**config.mk**
```make
export PLATFORM = sky130hd
export DESIGN_NAME = cmc_top
export DESIGN_NICKNAME = d
export VERILOG_FILES = /design/src/inc/cmc_pkg.sv /design/src/inc/cmc_pin_if.sv /design/src/verilog/cmc_pin_cond.sv /design/src/verilog/cmc_top.sv
export SDC_FILE = /design/constraint.sdc
export NUM_CORES = 1
export LEC_CHECK = 0
export BUFFER_PORTS_ARGS = -buffer_cell sky130_fd_sc_hd__buf_2
export CAP_MARGIN = 20
export CORE_AREA = 4 4 108 110
export DETAILED_ROUTE_END_ITERATION = 8
export DIE_AREA = 0 0 112 114
export GPL_ROUTABILITY_DRIVEN = 0
export PLACE_DENSITY = 0.78
export RECOVER_POWER = 100
export SYNTH_ARGS = -nofsm -noshare
export SYNTH_HDL_FRONTEND = slang
export SYNTH_SLANG_ARGS = --single-unit
```
**constraint.sdc**
```tcl
create_clock -name REF_CLK -period 2.85 [get_ports REF_CLK]
set_clock_uncertainty 0.1 [all_clocks]
set_input_delay 0.1425 -clock REF_CLK [delete_from_list [all_inputs] [get_ports REF_CLK]]
set_output_delay 0.1425 -clock REF_CLK [all_outputs]
set_load 0.02 [all_outputs]
```
**src/inc/cmc_pkg.sv**
```systemverilog
package cmc_pkg;

   typedef logic [7:0] cmc_byte_t;

   localparam cmc_byte_t ADDR_STATUS = 8'hC0;
   localparam cmc_byte_t ADDR_TEMP = 8'hC1;
   localparam cmc_byte_t ADDR_FIELD_X = 8'hC2;
   localparam cmc_byte_t ADDR_FIELD_Y = 8'hC3;
   localparam cmc_byte_t ADDR_FIELD_Z = 8'hC4;
   localparam cmc_byte_t ADDR_OP_SELECT = 8'hE0;
   localparam cmc_byte_t ADDR_COND = 8'hE1;
   localparam cmc_byte_t ADDR_CUR_READ = 8'hFF;

   localparam logic [1:0] MODE_MEASURE = 2'h0;
   localparam logic [1:0] MODE_EEPROM = 2'h2;
   localparam logic [1:0] MODE_POWER_DOWN = 2'h3;
   localparam int OP_MODE_LSB = 0;

   localparam int STAT_DONE_BIT = 0;
   localparam int STAT_BUSY_BIT = 1;
   localparam int STAT_EEP_BIT = 2;

   localparam cmc_byte_t COND_RESET = 8'h00;
   localparam cmc_byte_t RESULT_RESET = 8'h00;
   localparam cmc_byte_t PTR_RESET = 8'hC0;
   localparam logic [4:0] SLAVE_ADDR_HIGH = 5'h07;

   localparam int CLK_PERIOD_NS = 5;
   localparam int TOTAL_MEASURE_TIME_NS = 12560000;
   localparam int MEAS_CYCLES = TOTAL_MEASURE_TIME_NS / CLK_PERIOD_NS;
   localparam int SPIKE_FILTER_WIDTH_NS = 50;
   localparam int SPIKE_CYCLES = SPIKE_FILTER_WIDTH_NS / CLK_PERIOD_NS;

   typedef enum logic [2:0] {
      ST_PD = 3'h0,
      ST_TEMP = 3'h1,
      ST_X = 3'h3,
      ST_Y = 3'h2,
      ST_Z = 3'h6,
      ST_EEP = 3'h4
   } cmc_state_e;

   // Sequential reads wrap inside the status and result block (Z back to status) and the write block.
   function automatic cmc_byte_t next_addr(input cmc_byte_t a);
      if (a == ADDR_FIELD_Z) begin
         return ADDR_STATUS;
      end else if (a == ADDR_COND) begin
         return ADDR_OP_SELECT;
      end
      return a + 8'h01;
   endfunction

   function automatic logic is_result(input cmc_byte_t a);
      return (a >= ADDR_TEMP) && (a <= ADDR_FIELD_Z);
   endfunction
endpackage

```
**src/inc/cmc_pin_if.sv**
```systemverilog
`timescale 1ns/1ps
interface cmc_pin_if;
   logic scl;
   logic sda;
   logic [1:0] addr_sel;
   logic pin_rst;
   modport cond (output scl, output sda, output addr_sel, output pin_rst);
   modport core (input scl, input sda, input addr_sel, input pin_rst);
endinterface

```
**src/verilog/cmc_pin_cond.sv**
```systemverilog
`timescale 1ns/1ps
module cmc_pin_cond #(
   parameter int SPIKE_CYC = cmc_pkg::SPIKE_CYCLES
) (
   input wire logic clk,
   input wire logic rst,
   input wire logic scl_pin,
   input wire logic sda_pin,
   input wire logic [1:0] addr_sel_pins,
   input wire logic reset_low_pin,
   cmc_pin_if.cond pins
);
   import cmc_pkg::*;
   localparam int CW = $clog2(SPIKE_CYC + 1);

   logic [4:0] meta_r, meta_nxt, sync_r, sync_nxt;
   logic [1:0] filt_r, filt_nxt;
   logic [CW-1:0] cnt_r [2];
   logic [CW-1:0] cnt_nxt [2];

   ////////////////////////////////////////////////////////////////////////////////
   // An SCL or SDA level is taken only after it has differed from the filtered level
   // for SPIKE_CYC+1 samples, so narrower pulses never reach the core.
   always_comb begin
      meta_nxt = {reset_low_pin, addr_sel_pins, sda_pin, scl_pin};
      sync_nxt = meta_r;
      for (int i = 0; i < 2; i++) begin
         filt_nxt[i] = filt_r[i];
         cnt_nxt[i] = '0;
         if (sync_r[i] != filt_r[i]) begin
            if (cnt_r[i] == CW'(SPIKE_CYC)) begin
               filt_nxt[i] = sync_r[i];
            end else begin
               cnt_nxt[i] = cnt_r[i] + 1'b1;
            end
         end
      end
   end

   always_ff @(posedge clk) begin
      if (rst) begin
         meta_r <= 5'h13;
         sync_r <= 5'h13;
         filt_r <= 2'h3;
         cnt_r[0] <= '0;
         cnt_r[1] <= '0;
      end else begin
         meta_r <= meta_nxt;
         sync_r <= sync_nxt;
         filt_r <= filt_nxt;
         cnt_r[0] <= cnt_nxt[0];
         cnt_r[1] <= cnt_nxt[1];
      end
   end

   assign pins.scl = filt_r[0];
   assign pins.sda = filt_r[1];
   assign pins.addr_sel = sync_r[3:2];
   assign pins.pin_rst = ~sync_r[4];
endmodule // cmc_pin_cond

```
**src/verilog/cmc_top.sv**
```systemverilog
`timescale 1ns/1ps
module cmc_top #(
   parameter int MEAS_CYCLES = cmc_pkg::MEAS_CYCLES,
   parameter int SPIKE_CYCLES = cmc_pkg::SPIKE_CYCLES
) (
   input wire logic REF_CLK,
   input wire logic SYS_RST,
   input wire logic ASYNC_RESET_LOW_PIN,
   input wire logic SCL_PIN,
   input wire logic SDA_PIN,
   input wire logic [1:0] BUS_ADDR_SELECT_PINS,
   input wire cmc_pkg::cmc_byte_t REG_ADDR,
   input wire cmc_pkg::cmc_byte_t REG_WDATA,
   input wire logic REG_WR,
   input wire logic REG_RD,
   output cmc_pkg::cmc_byte_t REG_RDATA,
   input wire cmc_pkg::cmc_byte_t ADC_DATA,
   output logic [1:0] ADC_CHANNEL,
   output logic ANALOG_ON,
   output cmc_pkg::cmc_byte_t COND_OUT,
   output logic DONE_INT_PIN,
   output logic ADDR_MATCH
);
   import cmc_pkg::*;
   localparam int PHASE_CYC = MEAS_CYCLES / 4;
   localparam int CW = $clog2(PHASE_CYC + 1);

   cmc_pin_if pins ();
   logic core_rst;

   cmc_pin_cond #(.SPIKE_CYC(SPIKE_CYCLES)) u_pin_cond (
      .clk(REF_CLK),
      .rst(SYS_RST),
      .scl_pin(SCL_PIN),
      .sda_pin(SDA_PIN),
      .addr_sel_pins(BUS_ADDR_SELECT_PINS),
      .reset_low_pin(ASYNC_RESET_LOW_PIN),
      .pins(pins)
   );

   // The reset pin is synchronised first, so it acts like a second sync reset.
   assign core_rst = SYS_RST | pins.pin_rst;

   ////////////////////////////////////////////////////////////////////////////////
   cmc_state_e state_r, state_nxt;
   logic [CW-1:0] cnt_r, cnt_nxt;
   cmc_byte_t temp_result_reg_r, temp_result_reg_nxt;
   cmc_byte_t field_x_result_reg_r, field_x_result_reg_nxt;
   cmc_byte_t field_y_result_reg_r, field_y_result_reg_nxt;
   cmc_byte_t field_z_result_reg_r, field_z_result_reg_nxt;
   logic done_r, done_nxt;
   logic analog_r, analog_nxt;
   logic [1:0] chan_r, chan_nxt;
   logic op_wr, phase_end, result_read;
   logic [1:0] mode;
   cmc_byte_t rd_addr;
   cmc_byte_t ptr_r, ptr_nxt;

   assign op_wr = REG_WR && (REG_ADDR == ADDR_OP_SELECT);
   assign mode = REG_WDATA[OP_MODE_LSB +: 2];
   assign phase_end = (cnt_r == CW'(PHASE_CYC - 1));
   assign rd_addr = (REG_ADDR == ADDR_CUR_READ) ? ptr_r : REG_ADDR;
   assign result_read = REG_RD && is_result(rd_addr);

   always_comb begin
      state_nxt = state_r;
      cnt_nxt = '0;
      temp_result_reg_nxt = temp_result_reg_r;
      field_x_result_reg_nxt = field_x_result_reg_r;
      field_y_result_reg_nxt = field_y_result_reg_r;
      field_z_result_reg_nxt = field_z_result_reg_r;
      done_nxt = done_r;
      if (result_read) begin
         done_nxt = 1'b0;
      end
      unique case (state_r)
         ST_PD: begin
            // Bus traffic other than a mode write never wakes the sequencer.
            if (op_wr && ((mode == MODE_MEASURE && !done_r) || mode == MODE_EEPROM)) begin
               state_nxt = (mode == MODE_MEASURE) ? ST_TEMP : ST_EEP;
               field_x_result_reg_nxt = RESULT_RESET;
               field_y_result_reg_nxt = RESULT_RESET;
               field_z_result_reg_nxt = RESULT_RESET;
            end
         end
         ST_TEMP: begin
            cnt_nxt = phase_end ? '0 : cnt_r + 1'b1;
            if (phase_end) begin
               temp_result_reg_nxt = ADC_DATA;
               state_nxt = ST_X;
            end
         end
         ST_X: begin
            cnt_nxt = phase_end ? '0 : cnt_r + 1'b1;
            if (phase_end) begin
               field_x_result_reg_nxt = ADC_DATA;
               state_nxt = ST_Y;
            end
         end
         ST_Y: begin
            cnt_nxt = phase_end ? '0 : cnt_r + 1'b1;
            if (phase_end) begin
               field_y_result_reg_nxt = ADC_DATA;
               state_nxt = ST_Z;
            end
         end
         ST_Z: begin
            cnt_nxt = phase_end ? '0 : cnt_r + 1'b1;
            if (phase_end) begin
               field_z_result_reg_nxt = ADC_DATA;
               state_nxt = ST_PD;
               done_nxt = 1'b1;
            end
         end
         ST_EEP: begin
            // Other mode codes are refused here: the way out is via power-down.
            if (op_wr && mode == MODE_POWER_DOWN) begin
               state_nxt = ST_PD;
            end
         end
         default: begin
            state_nxt = ST_PD;
         end
      endcase
      analog_nxt = (state_nxt inside {ST_TEMP, ST_X, ST_Y, ST_Z});
      chan_nxt = 2'h0;
      unique case (state_nxt)
         ST_X: chan_nxt = 2'h1;
         ST_Y: chan_nxt = 2'h2;
         ST_Z: chan_nxt = 2'h3;
         default: chan_nxt = 2'h0;
      endcase
   end

   always_ff @(posedge REF_CLK) begin
      if (core_rst) begin
         state_r <= ST_PD;
         cnt_r <= '0;
         temp_result_reg_r <= RESULT_RESET;
         field_x_result_reg_r <= RESULT_RESET;
         field_y_result_reg_r <= RESULT_RESET;
         field_z_result_reg_r <= RESULT_RESET;
         done_r <= 1'b0;
         analog_r <= 1'b0;
         chan_r <= 2'h0;
      end else begin
         state_r <= state_nxt;
         cnt_r <= cnt_nxt;
         temp_result_reg_r <= temp_result_reg_nxt;
         field_x_result_reg_r <= field_x_result_reg_nxt;
         field_y_result_reg_r <= field_y_result_reg_nxt;
         field_z_result_reg_r <= field_z_result_reg_nxt;
         done_r <= done_nxt;
         analog_r <= analog_nxt;
         chan_r <= chan_nxt;
      end
   end

   ////////////////////////////////////////////////////////////////////////////////
   cmc_byte_t cond_r, cond_nxt;
   cmc_byte_t rd_data_r, rd_data_nxt;
   cmc_byte_t status;

   assign status = {5'h00, state_r == ST_EEP, analog_r, done_r};

   always_comb begin
      cond_nxt = cond_r;
      ptr_nxt = ptr_r;
      rd_data_nxt = 8'h00;
      // Conditions are only taken while the sequencer is in power-down (ST_PD), not in memory mode.
      if (REG_WR && REG_ADDR == ADDR_COND && state_r == ST_PD) begin
         cond_nxt = REG_WDATA;
      end
      if (REG_RD) begin
         ptr_nxt = next_addr(rd_addr);
         unique case (rd_addr)
            ADDR_STATUS: rd_data_nxt = status;
            ADDR_TEMP: rd_data_nxt = temp_result_reg_r;
            ADDR_FIELD_X: rd_data_nxt = field_x_result_reg_r;
            ADDR_FIELD_Y: rd_data_nxt = field_y_result_reg_r;
            ADDR_FIELD_Z: rd_data_nxt = field_z_result_reg_r;
            ADDR_COND: rd_data_nxt = cond_r;
            default: rd_data_nxt = 8'h00;
         endcase
      end else if (REG_WR && REG_ADDR != ADDR_CUR_READ) begin
         ptr_nxt = next_addr(REG_ADDR);
      end
   end

   always_ff @(posedge REF_CLK) begin
      if (core_rst) begin
         cond_r <= COND_RESET;
         ptr_r <= PTR_RESET;
         rd_data_r <= 8'h00;
      end else begin
         cond_r <= cond_nxt;
         ptr_r <= ptr_nxt;
         rd_data_r <= rd_data_nxt;
      end
   end

   ////////////////////////////////////////////////////////////////////////////////
   // Slave address recogniser on the filtered bus lines.
   logic scl_d_r, scl_d_nxt, sda_d_r, sda_d_nxt;
   logic active_r, active_nxt, match_r, match_nxt;
   logic [2:0] bit_r, bit_nxt;
   logic [6:0] shift_r, shift_nxt;

   always_comb begin
      scl_d_nxt = pins.scl;
      sda_d_nxt = pins.sda;
      active_nxt = active_r;
      match_nxt = match_r;
      bit_nxt = bit_r;
      shift_nxt = shift_r;
      if (pins.scl && scl_d_r && sda_d_r && !pins.sda) begin
         active_nxt = 1'b1;
         match_nxt = 1'b0;
         bit_nxt = 3'h0;
      end else if (pins.scl && scl_d_r && !sda_d_r && pins.sda) begin
         active_nxt = 1'b0;
         match_nxt = 1'b0;
      end else if (active_r && pins.scl && !scl_d_r) begin
         shift_nxt = {shift_r[5:0], pins.sda};
         bit_nxt = bit_r + 3'h1;
         if (bit_r == 3'h7) begin
            active_nxt = 1'b0;
            match_nxt = (shift_r == {SLAVE_ADDR_HIGH, pins.addr_sel});
         end
      end
   end

   always_ff @(posedge REF_CLK) begin
      if (core_rst) begin
         scl_d_r <= 1'b1;
         sda_d_r <= 1'b1;
         active_r <= 1'b0;
         match_r <= 1'b0;
         bit_r <= 3'h0;
         shift_r <= 7'h00;
      end else begin
         scl_d_r <= scl_d_nxt;
         sda_d_r <= sda_d_nxt;
         active_r <= active_nxt;
         match_r <= match_nxt;
         bit_r <= bit_nxt;
         shift_r <= shift_nxt;
      end
   end

   assign REG_RDATA = rd_data_r;
   assign ADC_CHANNEL = chan_r;
   assign ANALOG_ON = analog_r;
   assign COND_OUT = cond_r;
   assign DONE_INT_PIN = done_r;
   assign ADDR_MATCH = match_r;

   ////////////////////////////////////////////////////////////////////////////////
   logic [31:0] len_r;
   always_ff @(posedge REF_CLK) begin
      len_r <= (state_r == ST_PD || state_r == ST_EEP) ? 32'h0 : len_r + 32'h1;
   end
endmodule // cmc_top

```
; Word level (Yosys, flattened, before mapping)
; Memory sizes are Yosys's and may differ from the RTL's.
; Cells that the tools add are included.
[word_totals]
mem_count = 1
in_bits = 33
ramBits = 8
reg_bits = 109
output_inout_bits = 21
wordCells = 164
[mem_list]
columns = name, depth, word_bits, rd, rd_ports_with_merged_regs, wr, line_no
row1 = u_pin_cond.cnt_r, 2, 4, 2, 0, 2, cmc_pin_cond.sv:18  ; logic [CW-1:0] cnt_r [2];
[op_classes]
n_bitwise = 8
reduce_logical = 45
order_cmp = 2
n_addsub = 6
eq_ne = 33
mux = 47
[op_table]
columns = op, n
row1 = two-way mux 8 bit, 11
row2 = "== test 8 bit, second input constant", 10
row3 = one-hot mux 8 bit (2 select lines), 3
row4 = one-hot mux 8 bit (6 select lines), 1
row5 = two-way mux 4 bit, 6
row6 = two-way mux 3 bit, 7
row7 = "adder 20 x 1 -> 20 bit, second input constant", 1
row8 = "== test 20 bit, second input constant", 1
row9 = one-hot mux 3 bit (6 select lines), 1
row10 = two-way mux 1 bit, 17
row11 = "adder 8 x 1 -> 8 bit, second input constant", 2
row12 = logical AND 1 bit, 16
row13 = "== test 3 x 2 -> 1 bit, second input constant", 4
row14 = "== test 3 bit, second input constant", 4
row15 = AND reduction 2 bit, 6
row16 = AND reduction 3 bit, 4
row17 = "adder 4 x 1 -> 4 bit, second input constant", 2
row18 = "== test 4 bit, second input constant", 2
row19 = ">= comparator 8 bit, second input constant", 1
row20 = "<= comparator 8 bit, second input constant", 1
row21 = "!= test 2 bit, second input constant", 4
row22 = "!= test 8 bit, second input constant", 1
row23 = nonzero test 2 bit, 4
row24 = == test 7 x 5 -> 1 bit, 1
row25 = 16 further kinds, 31

; Depth between registers and ports, before layout
[depth]
word_depth = 8
ltp_mapped = 14
depth_no_buf = 12

; Hierarchy
; From an unflattened synthesis, not the netlist that was laid out.
[unflattened]
hier_cells = 638
area_unflattened_um2 = 5560.3
[modules_own_cells]
columns = mod, n_inst, area_per_inst_um2, cells_each, seq_area_each_um2
row1 = cmc_top, 1, 4857.2, 572, 1941.9
row2 = cmc_pin_cond, 1, 703.2, 66, 400.4

; Least setup slack after synthesis
; OpenSTA, ideal clock, no wires.
[synth_timing]
kind = input to register
start = input REG_ADDR[0]
end = register rd_data_r[0] (netlist: REG_RDATA[0])
n_path_buf = 3
cell_stages = 14
arrival_time_ps = 2555
path_slack_ps = 71
setup_ps = 124
cell_sequence = ha_1 and3_1 buf_6 nand2_1 mux2i_1 inv_1 ha_1 clkbuf_1 inv_1 a311oi_1 and4bb_4 buf_4 a222oi_1 nor2_1
[synth_between]
elab_chain_cells = 4
[synth_rtl]
columns = element, line_no
row1 = from (decl), cmc_top.sv:12  ; input wire cmc_pkg::cmc_byte_t REG_ADDR,
row2 = == test 8 bit, cmc_top.sv:62  ; assign rd_addr = (REG_ADDR == ADDR_CUR_READ) ? ptr_r : REG_ADDR;
row3 = two-way mux 8 bit *, cmc_top.sv:62
row4 = == test 8 bit, cmc_top.sv:176  ; unique case (rd_addr)
row5 = one-hot mux 8 bit (6 select lines) *, cmc_top.sv:176
row6 = to (signal assigned), cmc_top.sv:198  ; rd_data_r <= rd_data_nxt;
row7 = to (decl), cmc_top.sv:161  ; cmc_byte_t rd_data_r, rd_data_nxt;
; Every way passes the cells marked *; elsewhere a longest branch is shown, timed or not.
; A chain may end at the register's enable or synchronous reset.

; Final worst setup path
[layout_timing]
start = input REG_ADDR[0]
end = register rd_data_r[3] (netlist: REG_RDATA[3])
; Same word-level chain as after synthesis.

==> flow_summary.yaml <==
status:
  status: "finished, final reports clean"
detailed_routing:
  drtIter0Drc: 617
  first_pass_iters: 6
  via_per_inst: 5.815
  drc: 0
  wirelength_mm: 14.13
  ant_nets: 0
  drt-wirelength-per-cell_um: 16.09
  vias: 5106
setup_path:
  crit_arrival_ns: 3.05
  required_ns: 3.14
  worst_setup_path_end_kind: "register"
  critPathMaxFanout: 13
  critPathKind: "in2reg"
  cp-start-kind: "primary input"
timing:
  fmaxAchievable_ghz: 0.3624
  finalSetupTns_ns: 0
  worst_pin_slew_ns: 0.9981
  drv_slew: 0
  holdWs_ns: 0.07436
  finalHoldViolCount: 0
  setup_violations: 0
  worst_slack_ns: 0.09040
  min_period_ns: 2.760
  rsz0062_at_grt: "yes"
  timing.final.crit_share_pct: 96.83
  relSlewSlack_pct: 33.46
die:
  fp.dieW_um: 112
  core_area_um2: 10700
  ios: 54
  start_util_pct: 51.68
  die_area_um2: 12770
  fp.dieH_um: 114
  row_count: 38
finish:
  layout-drive-gt1-share_pct: 13.55
  stdcell_area_um2: 6739
  final_cells: 878
  filler_cell_count: 901
  register_area_um2: 2342
  num-nets-final: 772
  syn2layout_area_growth_pct: 21.88
  diodes: 0
  multi_input_area_um2: 2927
logic_synthesis:
  synth.most_common_cell: "dfxtp_1"
  netlist_top_cells_count: "117 x dfxtp_1, 84 x nor2_1, 67 x nand2_1, 49 x a21oi_1, 47 x nand3_1"
  synthFlopType: "dfxtp_1"
  syn-num-nets: 687
  synthArstFlopShare_pct: 0
  synth_cells: 640
  synth_top_area_share_pct: 42.36
  yosysWarnings: 0
  synth_enable_flop_cells: 0
  yosysUniqueCellTypes: 65
  synthTopCellsByArea: "dfxtp_1 42%, nor2_1 5.7%, nand2_1 4.5%, a21oi_1 4.4%, xnor2_1 4.3%"
  yosysTopAreaCell: "dfxtp_1"
  synth_area_um2: 5529
  avgSynthCellArea_um2: 8.639
  synth_seq_area_share_pct: 42.36
  ys_seq_elements: 117
global_route:
  grt_usage_pct: 22.28
  grt_max_degree: 49
  grt_pass1_wl_mm: 23.36
  grt_pass1_vias: 4959
  antenna_found_initial: 0
  grt.overflow.total: 0
power_and_ir_drop:
  p_per_area_nw_per_um2: 570.3
  vdd_drop_max_v: 0.0005007
  p_leak_nw: 2.527
hold_path:
  hold_class: "in2reg"
cts:
  post_cts.repair.setup_buffers: 0
  cts_root_buf: "clkbuf_8"
  clk_latency_ns: 0.52
  clock-sinks: 117
  clkTransAtPathRegs_ns: 0.06
  cts_made_buffers: 17
  htreeDepth: 4
  cts.path.max_buffers: 2
  cts_tree: "done"
place:
  numPortBuffers: 53
  place_hpwl_mm: 9.427
  place_ws_ns: 0.07385
  dp_cells: 815
  postPlaceCellArea_um2: 5912
job:
  drv_cap: 0
-- logic make-up after synthesis --
kind of cell               count (synthesis)  share of synthesized area [%]
xor gates and xnor gates                  40                          6.336
muxes                                     20                          3.666
DFF                                      117                          42.36
AOI/OAI and AO/OA                        116                          15.28
buffers and inverters                     61                          4.956
and+or+nand+nor                          272                          24.24
adders and majority gates                 14                          3.168
-- worst max-delay path, stage by stage --
cell	delay (ns)
dlygate4sd3_1	0.53
buf_2	0.16
ha_1	0.22
and3_1	0.20
nand2_1	0.15
mux2i_2	0.31
inv_1	0.11
ha_2	0.29
a222oi_1	0.40
inv_1	0.09
a222oi_1	0.39
nor2_1	0.06
-- metrics by stage --
stage | total power, mW | util, %
2_1_floorplan | 1.827 | -
3_3_place_gp | 1.892 | 55.26
3_5_place_dp | 1.899 | 55.26
4_1_cts | 3.855 | 63.27
5_1_grt | 3.972 | 62.99
6_report | 3.843 | 62.99
-- layout by cell type, fill, tap and decap left out, types with 9 or more instances in the layout --
master / instances
ha_1: 13
dfxtp_1: 117
clkbuf_1: 26
inv_1: 28
buf_4: 10
a222oi_1: 15
xnor2_1: 27
clkbuf_16: 16
nand2_1: 67
a21oi_1: 49
nor2_1: 84
dlygate4sd3_1: 31
mux2i_1: 17
o21ai_0: 10
buf_2: 31
xor2_1: 13
nand3_1: 47
nor2b_1: 11
nand4_1: 9
-- flip-flops by register name, summed over array words and instances (netlist names) --
signal                flops
field_x_result_reg_r      8
scl_d_r                   1
ADDR_MATCH                1
temp_result_reg_r         8
ptr_r                     8
field_y_result_reg_r      8
sda_d_r                   1
ADC_CHANNEL               2
field_z_result_reg_r      8
shift_r                   7
active_r                  1
u_pin_cond.filt_r         2
DONE_INT_PIN              1
bit_r                     3
state_r                   3
COND_OUT                  8
u_pin_cond.sync_r         5
cnt_r                    20
ANALOG_ON                 1
u_pin_cond.cnt_r          8
u_pin_cond.meta_r         5
REG_RDATA                 8
-- path summary, 6_finish.rpt --
path | slack, ns | end | startpoint | cells past startpoint
min | 0.07 | ptr_r[7]$_SDFFE_PP1P_ | REG_ADDR[7] | 4
min reg2reg | 0.31 | u_pin_cond.sync_r[0]$_SDFF_PP1_ | u_pin_cond.meta_r[0]$_SDFF_PP1_ | 1
max reg2reg | 0.45 | field_z_result_reg_r[4]$_SDFFE_PP0P_ | cnt_r[6]$_SDFF_PP0_ | 7
max | 0.09 | REG_RDATA[3]$_SDFF_PP0_ | REG_ADDR[0] | 12
-- layer usage --
layer / part of all wire (%) / wire (µm) / track usage (%)
met1: 40 / 5625 / 25.90
met4: 3.6 / 510 / 11.14
met5: 0 / 0 / 0
met3: 8.5 / 1202 / 6.154
met2: 48 / 6788 / 37.93
-- power breakdown --
group	switching, mW	internal (mW)	leakage (nW)
clock network	0.776	1.16	0.262
logic	0.134	0.102	1.32
registers	0.0147	1.65	0.947
-- layout make-up --
type	count	area share, %
clock buffer	18	6.201
multi-input combinational	462	43.43
timing repair buffer	98	9.488
tap	140	2.599
inverter	29	1.615
clock inverter	14	1.912
sequential	117	34.76
-- repair_timing --
action / in CTS / in global routing
hold buffers: 31 / 0
hold endpoints to repair: 59 / 0
endpoints found under the setup margin: 0 / 9
gates resized for setup: 0 / 3
No activity file was read; power rests on OpenSTA's default activity.
